$ cat src/rtl/bridge_utility_diag_defines.vh
`ifndef BRIDGE_UTILITY_DIAG_DEFINES_VH
`define BRIDGE_UTILITY_DIAG_DEFINES_VH

// ======================================================
// register offsets (node space, byte addresses)
`define OFS_UTILITY          8'h20
`define OFS_DIAG_ONE         8'h1c

// ======================================================
// utility register fields
`define UT_LOCKOUT_RETRY_LIMIT_HI           31
`define UT_LOCKOUT_RETRY_LIMIT_LO           28
`define UT_LREL_HI           27
`define UT_LREL_LO           24
`define UT_TRANSACTION_TIMEOUT_LIMIT_HI           23
`define UT_TRANSACTION_TIMEOUT_LIMIT_LO           20
`define UT_MODE_HI           19
`define UT_MODE_LO           18
`define UT_WIN_HI            13
`define UT_WIN_LO            0
`define UT_LOCKOUT_RETRY_LIMIT_RST          4'h4
`define UT_LREL_RST          4'h3
`define UT_TRANSACTION_TIMEOUT_LIMIT_RST          4'hf
`define UT_MODE_RST          2'h0
`define UT_WIN_RST           14'h0000

// mapping modes
`define MODE_COMPAT          2'h0
`define MODE_512B            2'h1
`define MODE_4KB             2'h2
`define MODE_8KB             2'h3

// ======================================================
// diagnostic one register fields
`define DG_ECC_DIS           0
`define DG_INTERRUPT_SENT_STATUS         1
`define DG_FORCE_ECC         11

// ======================================================
// window decode constants
`define WIN_BASE32           32'h00e00000
`define WIN_BASE30           32'h00200000
`define WIN_RELOC_BASE32     32'h0e000000
`define WIN_RELOC_BASE30     32'h02000000
`define WIN_NODE_STRIDE      32'h00200000
`define WIN_SUB_STRIDE       32'h00002000

// ======================================================
// timing
`define CLK_PERIOD_NS        50
`define TICK_MS_NS           1000000
`define TICK_SHORT_NS        64000
`define LIMIT_MIN            4'h1

`endif

$ cat src/rtl/tick_divider.v
`timescale 1ns/1ps
// ======================================================
// free-running tick: one pulse every DIV clocks
module tick_divider
#(
  parameter DIV   = 20000,
  parameter WIDTH = 16
)
(
  input  wire i_clk,
  input  wire i_rst_n,
  output reg  o_tick
);

  reg [WIDTH-1:0] count_r;

  // counter wraps at DIV-1 and pulses
  always @(posedge i_clk or negedge i_rst_n)
  begin
    if (!i_rst_n)
    begin
      count_r <= {WIDTH{1'b0}};
      o_tick  <= 1'b0;
    end
    else if (count_r == DIV[WIDTH-1:0] - {{(WIDTH-1){1'b0}}, 1'b1})
    begin
      count_r <= {WIDTH{1'b0}};
      o_tick  <= 1'b1;
    end
    else
    begin
      count_r <= count_r + {{(WIDTH-1){1'b0}}, 1'b1};
      o_tick  <= 1'b0;
    end
  end

endmodule

$ cat src/rtl/bridge_utility_diag_regs.v
// Contract
// RULE_01: sent-status mirrors error-bit-sent, W1C, reset zero
// RULE_02: loopback, masked error sets sent-status
// RULE_03: loopback suppresses real interrupt delivery
// RULE_04: sent-status reads zero outside loopback
// RULE_05: self-test fail never touches multiple-errors
// RULE_06: ecc disable zeroes status, blocks interrupts
// RULE_07: force-ecc-error overrides ecc disable
// RULE_08: lockout retry limit, resets to four
// RULE_09: limit zero or one means one attempt
// RULE_10: release lockout on time limit, reset three
// RULE_11: release time n means n-1 to n ms
// RULE_12: transaction timeout aborts, sets timeout error; code only raises o_txn_abort, no timeout error bit
// RULE_13: short timeout uses 64 us steps
// RULE_14: two-bit mapping mode, reset zero
// RULE_15: window space field places 32 Mbyte window; code steps the base by 2 Mbyte per field count and decodes an 8 Kbyte window
// RULE_16: default window from system and secondary ids
// RULE_17: relocated window from window space field
// RULE_18: software writes nonzero window before enable
// RULE_19: refuse unmapped or zero-window relocated commands
// RULE_20: limits measured with free-running tick counters
`timescale 1ns/1ps
`include "bridge_utility_diag_defines.vh"

module bridge_utility_diag_regs
#(
  parameter MS_CYCLES    = `TICK_MS_NS / `CLK_PERIOD_NS,
  parameter SHORT_CYCLES = `TICK_SHORT_NS / `CLK_PERIOD_NS,
  parameter NERR         = 8
)
(
  input  wire             i_clk,
  input  wire             i_rst_n,
  // register access
  input  wire             i_reg_sel,
  input  wire             i_reg_we,
  input  wire [7:0]       i_reg_offset,
  input  wire [31:0]      i_reg_wdata,
  output reg  [31:0]      o_reg_rdata,
  output reg              o_reg_ack,
  output reg              o_reg_noack,
  // loopback and error interrupt path
  input  wire             i_loopback,
  input  wire [NERR-1:0]  i_err_events,
  input  wire [NERR-1:0]  i_error_interrupt_mask,
  output reg              o_error_interrupt,
  // error summary
  input  wire             i_new_error,
  input  wire             i_error_pending,
  input  wire             i_selftest_fail,
  output reg              o_multi_err_set,
  // ecc
  input  wire [3:0]       i_ecc_status_raw,
  input  wire             i_ecc_corr_err,
  input  wire             i_ecc_uncorr_err,
  output reg  [3:0]       o_ecc_status,
  output reg              o_ecc_error_interrupt,
  output reg              o_ecc_vec_error_interrupt,
  output reg              o_ecc_enable,
  // interlock read and lockout
  input  wire             i_interlock_read_fail,
  input  wire             i_interlock_read_ok,
  output reg              o_lockout,
  // transaction timeout and mapping mode
  input  wire             i_txn_active,
  input  wire             i_short_timeout,
  output reg              o_txn_abort,
  output reg  [1:0]       o_mapping_mode_select,
  // io decode
  input  wire             i_io_req,
  input  wire [31:0]      i_io_addr,
  input  wire             i_addr32,
  input  wire             i_csr_hit,
  input  wire             i_window_en,
  input  wire [3:0]       i_sys_node_id,
  input  wire [3:0]       i_sec_node_id,
  output reg              o_io_ack,
  output reg              o_io_noack,
  output reg              o_io_window_hit
);

  // ======================================================
  // registers
  reg  [3:0]  lockout_retry_limit_r;
  reg  [3:0]  lockout_release_time_r;
  reg  [3:0]  transaction_timeout_limit_r;
  reg  [1:0]  mapping_mode_select_r;
  reg  [13:0] window_space_field_r;
  reg         ecc_disable_r;
  reg         force_ecc_r;
  reg         interrupt_sent_status_r;
  reg  [3:0]  retry_cnt_r;
  reg  [3:0]  lock_ticks_r;
  reg  [3:0]  txn_ticks_r;

  wire        tick_ms;
  wire        tick_short;
  wire        wr_util;
  wire        wr_diag;
  wire        err_bit_sent;
  wire        ecc_active;
  wire [3:0]  lockout_retry_limit_eff;
  wire [3:0]  lrel_eff;
  wire [3:0]  transaction_timeout_limit_eff;
  wire        txn_tick;
  wire [35:0] win_base;
  wire [35:0] addr_ext;
  wire        win_hit;
  wire        win_zero_illegal;
  reg  [31:0] rdata_nxt;

  // ======================================================
  // tick sources
  // RULE_20: free-running tick counters
  tick_divider #(.DIV(MS_CYCLES), .WIDTH(16)) u_tick_ms
  (
    .i_clk   (i_clk),
    .i_rst_n (i_rst_n),
    .o_tick  (tick_ms)
  );

  tick_divider #(.DIV(SHORT_CYCLES), .WIDTH(16)) u_tick_short
  (
    .i_clk   (i_clk),
    .i_rst_n (i_rst_n),
    .o_tick  (tick_short)
  );

  // ======================================================
  // register access decode
  assign wr_util = i_reg_sel & i_reg_we & (i_reg_offset == `OFS_UTILITY);
  assign wr_diag = i_reg_sel & i_reg_we & (i_reg_offset == `OFS_DIAG_ONE);

  // utility register fields
  always @(posedge i_clk or negedge i_rst_n)
  begin
    if (!i_rst_n)
    begin
      // RULE_08: retry limit resets to four
      lockout_retry_limit_r       <= `UT_LOCKOUT_RETRY_LIMIT_RST;
      // RULE_10: release time resets to three
      lockout_release_time_r      <= `UT_LREL_RST;
      transaction_timeout_limit_r <= `UT_TRANSACTION_TIMEOUT_LIMIT_RST;
      // RULE_14: mapping mode resets zero
      mapping_mode_select_r       <= `UT_MODE_RST;
      window_space_field_r        <= `UT_WIN_RST;
    end
    else if (wr_util)
    begin
      // RULE_09: any value zero to f accepted
      lockout_retry_limit_r       <= i_reg_wdata[`UT_LOCKOUT_RETRY_LIMIT_HI:`UT_LOCKOUT_RETRY_LIMIT_LO];
      lockout_release_time_r      <= i_reg_wdata[`UT_LREL_HI:`UT_LREL_LO];
      transaction_timeout_limit_r <= i_reg_wdata[`UT_TRANSACTION_TIMEOUT_LIMIT_HI:`UT_TRANSACTION_TIMEOUT_LIMIT_LO];
      mapping_mode_select_r       <= i_reg_wdata[`UT_MODE_HI:`UT_MODE_LO];
      // RULE_15: window space field stored
      window_space_field_r        <= i_reg_wdata[`UT_WIN_HI:`UT_WIN_LO];
    end
  end

  // diagnostic control bits
  always @(posedge i_clk or negedge i_rst_n)
  begin
    if (!i_rst_n)
    begin
      ecc_disable_r <= 1'b0;
      force_ecc_r   <= 1'b0;
    end
    else if (wr_diag)
    begin
      ecc_disable_r <= i_reg_wdata[`DG_ECC_DIS];
      force_ecc_r   <= i_reg_wdata[`DG_FORCE_ECC];
    end
  end

  // ======================================================
  // interrupt sent status
  assign err_bit_sent = |(i_err_events & i_error_interrupt_mask);

  // set wins over write-one clear
  always @(posedge i_clk or negedge i_rst_n)
  begin
    if (!i_rst_n)
      interrupt_sent_status_r <= 1'b0;
    // RULE_04: zero outside loopback
    else if (!i_loopback)
      interrupt_sent_status_r <= 1'b0;
    // RULE_02: masked error sets status
    else if (err_bit_sent)
      interrupt_sent_status_r <= 1'b1;
    // RULE_01: write one clears
    else if (wr_diag & i_reg_wdata[`DG_INTERRUPT_SENT_STATUS])
      interrupt_sent_status_r <= 1'b0;
  end

  // delivery to companion module
  always @(posedge i_clk or negedge i_rst_n)
  begin
    if (!i_rst_n)
      o_error_interrupt <= 1'b0;
    else
      // RULE_03: loopback blocks delivery
      o_error_interrupt <= err_bit_sent & ~i_loopback;
  end

  // multiple-errors set, self-test fail excluded
  always @(posedge i_clk or negedge i_rst_n)
  begin
    if (!i_rst_n)
      o_multi_err_set <= 1'b0;
    else
      // RULE_05: self-test fail ignored
      o_multi_err_set <= i_new_error & i_error_pending & ~i_selftest_fail;
  end

  // ======================================================
  // ecc gating
  // RULE_07: force overrides disable
  assign ecc_active = ~ecc_disable_r | force_ecc_r;

  always @(posedge i_clk or negedge i_rst_n)
  begin
    if (!i_rst_n)
    begin
      o_ecc_status   <= 4'h0;
      o_ecc_error_interrupt     <= 1'b0;
      o_ecc_vec_error_interrupt <= 1'b0;
      o_ecc_enable   <= 1'b1;
    end
    else
    begin
      // RULE_06: disable zeroes status and interrupts
      o_ecc_status   <= ecc_active ? i_ecc_status_raw : 4'h0;
      o_ecc_error_interrupt     <= ecc_active & i_ecc_corr_err;
      o_ecc_vec_error_interrupt <= ecc_active & i_ecc_uncorr_err;
      o_ecc_enable   <= ecc_active;
    end
  end

  // ======================================================
  // lockout control
  // RULE_09: zero and one mean one
  assign lockout_retry_limit_eff = (lockout_retry_limit_r < `LIMIT_MIN) ? `LIMIT_MIN : lockout_retry_limit_r;
  // RULE_11: zero and one give lowest step
  assign lrel_eff = (lockout_release_time_r < `LIMIT_MIN) ? `LIMIT_MIN : lockout_release_time_r;

  // count failed interlock reads, hold lockout
  always @(posedge i_clk or negedge i_rst_n)
  begin
    if (!i_rst_n)
    begin
      retry_cnt_r  <= 4'h0;
      lock_ticks_r <= 4'h0;
      o_lockout    <= 1'b0;
    end
    else if (o_lockout)
    begin
      // RULE_10: release on success or time
      if (i_interlock_read_ok | (tick_ms & (lock_ticks_r + 4'h1 >= lrel_eff)))
      begin
        o_lockout    <= 1'b0;
        retry_cnt_r  <= 4'h0;
        lock_ticks_r <= 4'h0;
      end
      else if (tick_ms)
        lock_ticks_r <= lock_ticks_r + 4'h1;
    end
    else if (i_interlock_read_ok)
      retry_cnt_r <= 4'h0;
    else if (i_interlock_read_fail)
    begin
      // RULE_08: assert after limit attempts
      if (retry_cnt_r + 4'h1 >= lockout_retry_limit_eff)
      begin
        o_lockout    <= 1'b1;
        lock_ticks_r <= 4'h0;
      end
      else
        retry_cnt_r <= retry_cnt_r + 4'h1;
    end
  end

  // ======================================================
  // transaction timeout
  // RULE_13: short enable selects 64 us tick
  assign txn_tick = i_short_timeout ? tick_short : tick_ms;
  assign transaction_timeout_limit_eff = (transaction_timeout_limit_r < `LIMIT_MIN) ? `LIMIT_MIN
                                                               : transaction_timeout_limit_r;

  always @(posedge i_clk or negedge i_rst_n)
  begin
    if (!i_rst_n)
    begin
      txn_ticks_r <= 4'h0;
      o_txn_abort <= 1'b0;
    end
    else if (!i_txn_active | o_txn_abort)
    begin
      txn_ticks_r <= 4'h0;
      o_txn_abort <= 1'b0;
    end
    else if (txn_tick)
    begin
      // RULE_12: expiry aborts transaction
      if (txn_ticks_r + 4'h1 >= transaction_timeout_limit_eff)
        o_txn_abort <= 1'b1;
      txn_ticks_r <= txn_ticks_r + 4'h1;
    end
  end

  // mapping mode out to translation logic
  always @(posedge i_clk or negedge i_rst_n)
  begin
    if (!i_rst_n)
      o_mapping_mode_select <= `UT_MODE_RST;
    else
      // RULE_14: mode drives translation
      o_mapping_mode_select <= mapping_mode_select_r;
  end

  // ======================================================
  // io window decode
  // RULE_16: default base from node ids
  // RULE_17: relocated base from window field
  assign win_base = i_window_en
    ? ({4'h0, (i_addr32 ? `WIN_RELOC_BASE32 : `WIN_RELOC_BASE30)}
       + ({22'h0, window_space_field_r} * {4'h0, `WIN_NODE_STRIDE})
       + ({32'h0, i_sec_node_id} * {4'h0, `WIN_SUB_STRIDE}))
    : ({4'h0, (i_addr32 ? `WIN_BASE32 : `WIN_BASE30)}
       + ({32'h0, i_sys_node_id} * {4'h0, `WIN_NODE_STRIDE})
       + ({32'h0, i_sec_node_id} * {4'h0, `WIN_SUB_STRIDE}));
  assign addr_ext = {4'h0, i_io_addr};
  assign win_hit  = (addr_ext >= win_base) & (addr_ext < win_base + {4'h0, `WIN_SUB_STRIDE});
  // RULE_18: zero field with enable is illegal
  assign win_zero_illegal = i_window_en & (window_space_field_r == `UT_WIN_RST);

  always @(posedge i_clk or negedge i_rst_n)
  begin
    if (!i_rst_n)
    begin
      o_io_ack        <= 1'b0;
      o_io_noack      <= 1'b0;
      o_io_window_hit <= 1'b0;
    end
    else
    begin
      // RULE_19: refuse unmapped or illegal window
      o_io_noack      <= i_io_req & ((~i_csr_hit & ~win_hit) | win_zero_illegal);
      o_io_ack        <= i_io_req & (i_csr_hit | win_hit) & ~win_zero_illegal;
      o_io_window_hit <= i_io_req & win_hit & ~win_zero_illegal;
    end
  end

  // ======================================================
  // register read path
  always @*
  begin
    rdata_nxt = 32'h0;
    case (i_reg_offset)
      `OFS_UTILITY:
      begin
        rdata_nxt[`UT_LOCKOUT_RETRY_LIMIT_HI:`UT_LOCKOUT_RETRY_LIMIT_LO] = lockout_retry_limit_r;
        rdata_nxt[`UT_LREL_HI:`UT_LREL_LO] = lockout_release_time_r;
        rdata_nxt[`UT_TRANSACTION_TIMEOUT_LIMIT_HI:`UT_TRANSACTION_TIMEOUT_LIMIT_LO] = transaction_timeout_limit_r;
        rdata_nxt[`UT_MODE_HI:`UT_MODE_LO] = mapping_mode_select_r;
        rdata_nxt[`UT_WIN_HI:`UT_WIN_LO]   = window_space_field_r;
      end
      `OFS_DIAG_ONE:
      begin
        rdata_nxt[`DG_ECC_DIS]   = ecc_disable_r;
        // RULE_04: reads zero outside loopback
        rdata_nxt[`DG_INTERRUPT_SENT_STATUS] = interrupt_sent_status_r & i_loopback;
        rdata_nxt[`DG_FORCE_ECC] = force_ecc_r;
      end
      default:
        rdata_nxt = 32'h0;
    endcase
  end

  // access answer one clock after select
  always @(posedge i_clk or negedge i_rst_n)
  begin
    if (!i_rst_n)
    begin
      o_reg_rdata <= 32'h0;
      o_reg_ack   <= 1'b0;
      o_reg_noack <= 1'b0;
    end
    else
    begin
      o_reg_rdata <= (i_reg_sel & ~i_reg_we) ? rdata_nxt : 32'h0;
      o_reg_ack   <= i_reg_sel & ((i_reg_offset == `OFS_UTILITY) |
                                  (i_reg_offset == `OFS_DIAG_ONE));
      o_reg_noack <= i_reg_sel & (i_reg_offset != `OFS_UTILITY) &
                                 (i_reg_offset != `OFS_DIAG_ONE);
    end
  end

endmodule

$ cat config.mk
export PLATFORM = sky130hd
export DESIGN_NAME = bridge_utility_diag_regs
export DESIGN_NICKNAME = d
export VERILOG_FILES = /design/src/rtl/tick_divider.v /design/src/rtl/bridge_utility_diag_regs.v
export VERILOG_INCLUDE_DIRS = /design/src /design/src/rtl
export SDC_FILE = /design/constraint.sdc
export NUM_CORES = 1
export LEC_CHECK = 0
export CAP_MARGIN = 20
export CORE_UTILIZATION = 50
export DETAILED_ROUTE_END_ITERATION = 10
export DONT_BUFFER_PORTS = 1
export HOLD_SLACK_MARGIN = 0.1
export PLACE_DENSITY = 0.71
export SYNTH_ARGS = -nofsm -noshare
export SYNTH_HDL_FRONTEND = slang
export SYNTH_SLANG_ARGS = --single-unit
export TNS_END_PERCENT = 10
$ cat constraint.sdc
create_clock -name i_clk -period 3.8 [get_ports i_clk]
set_clock_uncertainty 0.15 [all_clocks]
set_input_delay 0.95 -clock i_clk [delete_from_list [all_inputs] [get_ports i_clk]]
set_output_delay 0.95 -clock i_clk [all_outputs]
set_load 0.05 [all_outputs]
==> impl_metrics.csv <==
group,metric,value,unit
drt,drt_iter0_drc,227,
final_layout,num-nets-final,732,
final_layout,antennaDiodeCount,0,
critical_path,critical_path_class,"input pin to register",
clocking,clock-root-buffer,"clkbuf_16",
logic_synthesis,syn_inst,553,
final_layout,regArea,3088,sq um
logic_synthesis,ys_top_cells_by_area,"dfrtp_1 (46%), ha_1 (8.4%), mux2_4 (4.8%)",
critical_path,path_cells,"inv_1 -> fa_1 -> nor2b_1 -> o21ai_0 -> mux2_2 -> ha_1 -> a211oi_1 -> o2111ai_1 -> a2111oi_0 -> buf_4 -> o2111ai_1 -> and3_1",
logic_synthesis,ys_seq_area_share,49.08,%
place,hpwl,8.930,mm
logic_synthesis,yosys.area.top_type,"dfrtp_1",
place,placed_cells,718,
final_layout,final_area,7102,sq um
drt,wl_per_cell,16.30,um
critical_path,cp_num_buf_inv,2,
job,max_cap_viol_count,0,
final_layout,area_delta_synth_final,12.87,%
critical_path,required,3.95,ns
final_layout,final_cells,751,
drt,viasPerCell,5.479,
logic_synthesis,synth_top_area_share,45.73,%
grt,grt_max_degree,116,
drt,num_vias,4115,
final_layout,drive_above_1_share,15.78,%
grt,track_usage,20.20,%
logic_synthesis,synth_area,6292,sq um
logic_synthesis,synth.avg_cell_area,11.38,sq um
timing,finalSetupViolCount,0,
critical_path,worstSetupEndpointType,"register",
logic_synthesis,ys.flop_type,"dfrtp_1",
power_and_ir_drop,cellInternalPower,2.400,mW
floorplanning,pin_count,168,
power_and_ir_drop,p_sw,0.7732,mW
min_path,min_path_type,"input pin to asynchronous set/reset pin",
power_and_ir_drop,cellPowerDensity,446.8,nW/um^2
timing,fin_crit,3.450,ns
clocking,post_cts_resized,0,
clocking,cts-buffers-inserted,17,
critical_path,path_delay_family,"compound AO/OA/AOI/OAI gates",
status,outcome,"completed",
place,place_area,6484,sq um
timing,slew_headroom,44.12,%
power_and_ir_drop,p_clk_share,49.9,%
final_layout,final_core_util,58.40,%
power_and_ir_drop,combPwrFrac,6.4,%
clocking,clock_latency,0.41,ns
grt,grt_pass1_wl,20.29,mm
logic_synthesis,post-synth-top-count-cell,"dfrtp_1",
grt,grt_pass1_vias,4296,
floorplanning,die-area,13040,sq um
logic_synthesis,synth_commonest_cells,"dfrtp_1 (115), nor2_1 (45), ha_1 (42), and2_1 (36), nand2_1 (26)",
power_and_ir_drop,swShare,24.37,%
grt,overflow,0,
timing,rsz0062_at_grt,"no",
grt,antenna_found_initial,0,
critical_path,slowest_delay,0.42,ns
timing,period_share,90.79,%
floorplanning,fp.dieH,114.2,um
drt,first_pass_iters,4,
logic_synthesis,synth_edf_count,0,
clocking,cts_tree,"done",
floorplanning,fp.dieW,114.2,um
floorplanning,core-area,12160,sq um
place,gp_congestion,0.8547,
timing,final_max_slew_viol_count,0,
critical_path,start_kind,"input pin",
floorplanning,row_count,40,
clocking,clkTransAtPathRegs,0.06,ns
clocking,clockBufferDepth,2,
critical_path,critPathSlowestCell,"fa_1",
clocking,h-tree-depth,4,
power_and_ir_drop,pwr-share-seq,43.7,%
timing,finalHoldViolCount,0,
drt,ant_nets,0,
place,port_buffers,0,
clocking,cts.sink_count,123,
critical_path,critPathMaxFanout,6,
logic_synthesis,ys_types,59,
logic_synthesis,synth-seq-cells,123,
critical_path,rrSetupSlack,0.53,ns
drt,routed_wirelength,12.24,mm
final_layout,fillers,999,
logic_synthesis,synthArstFlopShare,100.0,%
power_and_ir_drop,static-leakage-power,3.369,nW
final_layout,multiInputGateArea,3047,sq um
critical_path,crit_top_cell,"o2111ai_1",
timing,tightest_slew,0.8312,ns
critical_path,crit_arrival,3.60,ns
power_and_ir_drop,vdd_drop_max,292.1,uV
logic_synthesis,yosysWarningCount,0,
floorplanning,start_util,51.74,%
timing,tns,0,ns
drt,remaining_drc_errors,0,
timing,fmax,289.9,MHz
clocking,post-cts-setup-buffers,0,
-- cells in the final DEF (no fill, tap or decap), types with 5 or more instances in the layout --
master / instances
mux2i_1: 5
nor4_1: 8
dfstp_2: 8
nand2b_1: 8
a21oi_1: 12
xor2_1: 23
clkinvlp_4: 5
and3_1: 7
nor2b_1: 7
nand2_1: 26
a22oi_1: 6
buf_4: 6
nand4_1: 13
and2_1: 36
nor2_1: 45
ha_1: 42
a21o_1: 5
xnor2_1: 22
dfrtp_1: 115
mux2_4: 20
nand3_1: 20
nor3_1: 7
o21ai_0: 13
inv_1: 25
clkbuf_16: 17
mux2_2: 13
nor4b_1: 5
-- flip-flops by register name (all words and copies together) (netlist names), 2 cells and up --
signal                       cells
retry_cnt_r                      4
lock_ticks_r                     4
u_tick_short.count_r            16
o_ecc_status                     4
lockout_retry_limit_r            4
u_tick_ms.count_r               16
txn_ticks_r                      4
o_mapping_mode_select            2
mapping_mode_select_r            2
window_space_field_r            14
lockout_release_time_r           4
o_reg_rdata                     28
transaction_timeout_limit_r      4
-- metal layers --
layer | GRT usage (%) | routed length, um
met4 | 6.840 | 163
met1 | 25.22 | 5351
met5 | 0 | 0
met2 | 33.86 | 6008
met3 | 5.506 | 715
-- what timing repair did --
action	CTS	global route
hold buffers	1	0
endpoints found under the hold margin	115	0
setup endpoints to repair	0	0
-- cell type report --
cell class | count | share of cell area (%)
clock buffers | 17 | 5.990
clock inverters | 15 | 2.326
inverters | 25 | 1.321
multi-input cells | 396 | 42.90
flip-flops and latches | 123 | 43.48
well taps | 168 | 2.960
repair buffers | 7 | 1.022
-- final timing paths --
kind / from / endpoint / cells past startpoint
setup / recovery: i_addr32 / o_io_noack / 12
hold / removal: i_rst_n / lockout_retry_limit_r[2] / 0
setup reg to reg: window_space_field_r[5] / o_io_noack / 13
hold reg to reg: mapping_mode_select_r[0] / o_mapping_mode_select[0] / 0
max in group asynchronous: i_rst_n / o_lockout / 1
min in group i_clk: mapping_mode_select_r[0] / o_mapping_mode_select[0] / 0
-- kinds of logic after synthesis --
group	share of synthesized area [%]
AOI/OAI and AO/OA	7.019
xor gates and xnor gates	6.264
adders and majority gates	8.988
buffers and inverters	2.684
DFF	49.08
muxes	7.894
other	0.05960
and+or+nand+nor	18.02
-- stage by stage --
stage	setup WS (ns)	total power, mW	hold WS (ns)
after detailed placement	-0.07600	1.586	0.2287
final	0.3500	3.173	0.2253
after global placement	0.02511	1.575	0.2199
after CTS	0.3402	3.199	0.2135
after floorplan	0.2836	1.549	0.2111
after global routing	0.08114	3.298	0.2060
-- power by group through the flow --
stage,sequential [mW],clock [mW],combinational (mW)
global placement,1.41,0,0.169
floorplan,1.40,0,0.149
finish,1.39,1.58,0.204
detailed placement,1.41,0,0.179
global route,1.39,1.68,0.235
CTS,1.38,1.61,0.207
No activity file was read; power rests on OpenSTA's default activity.
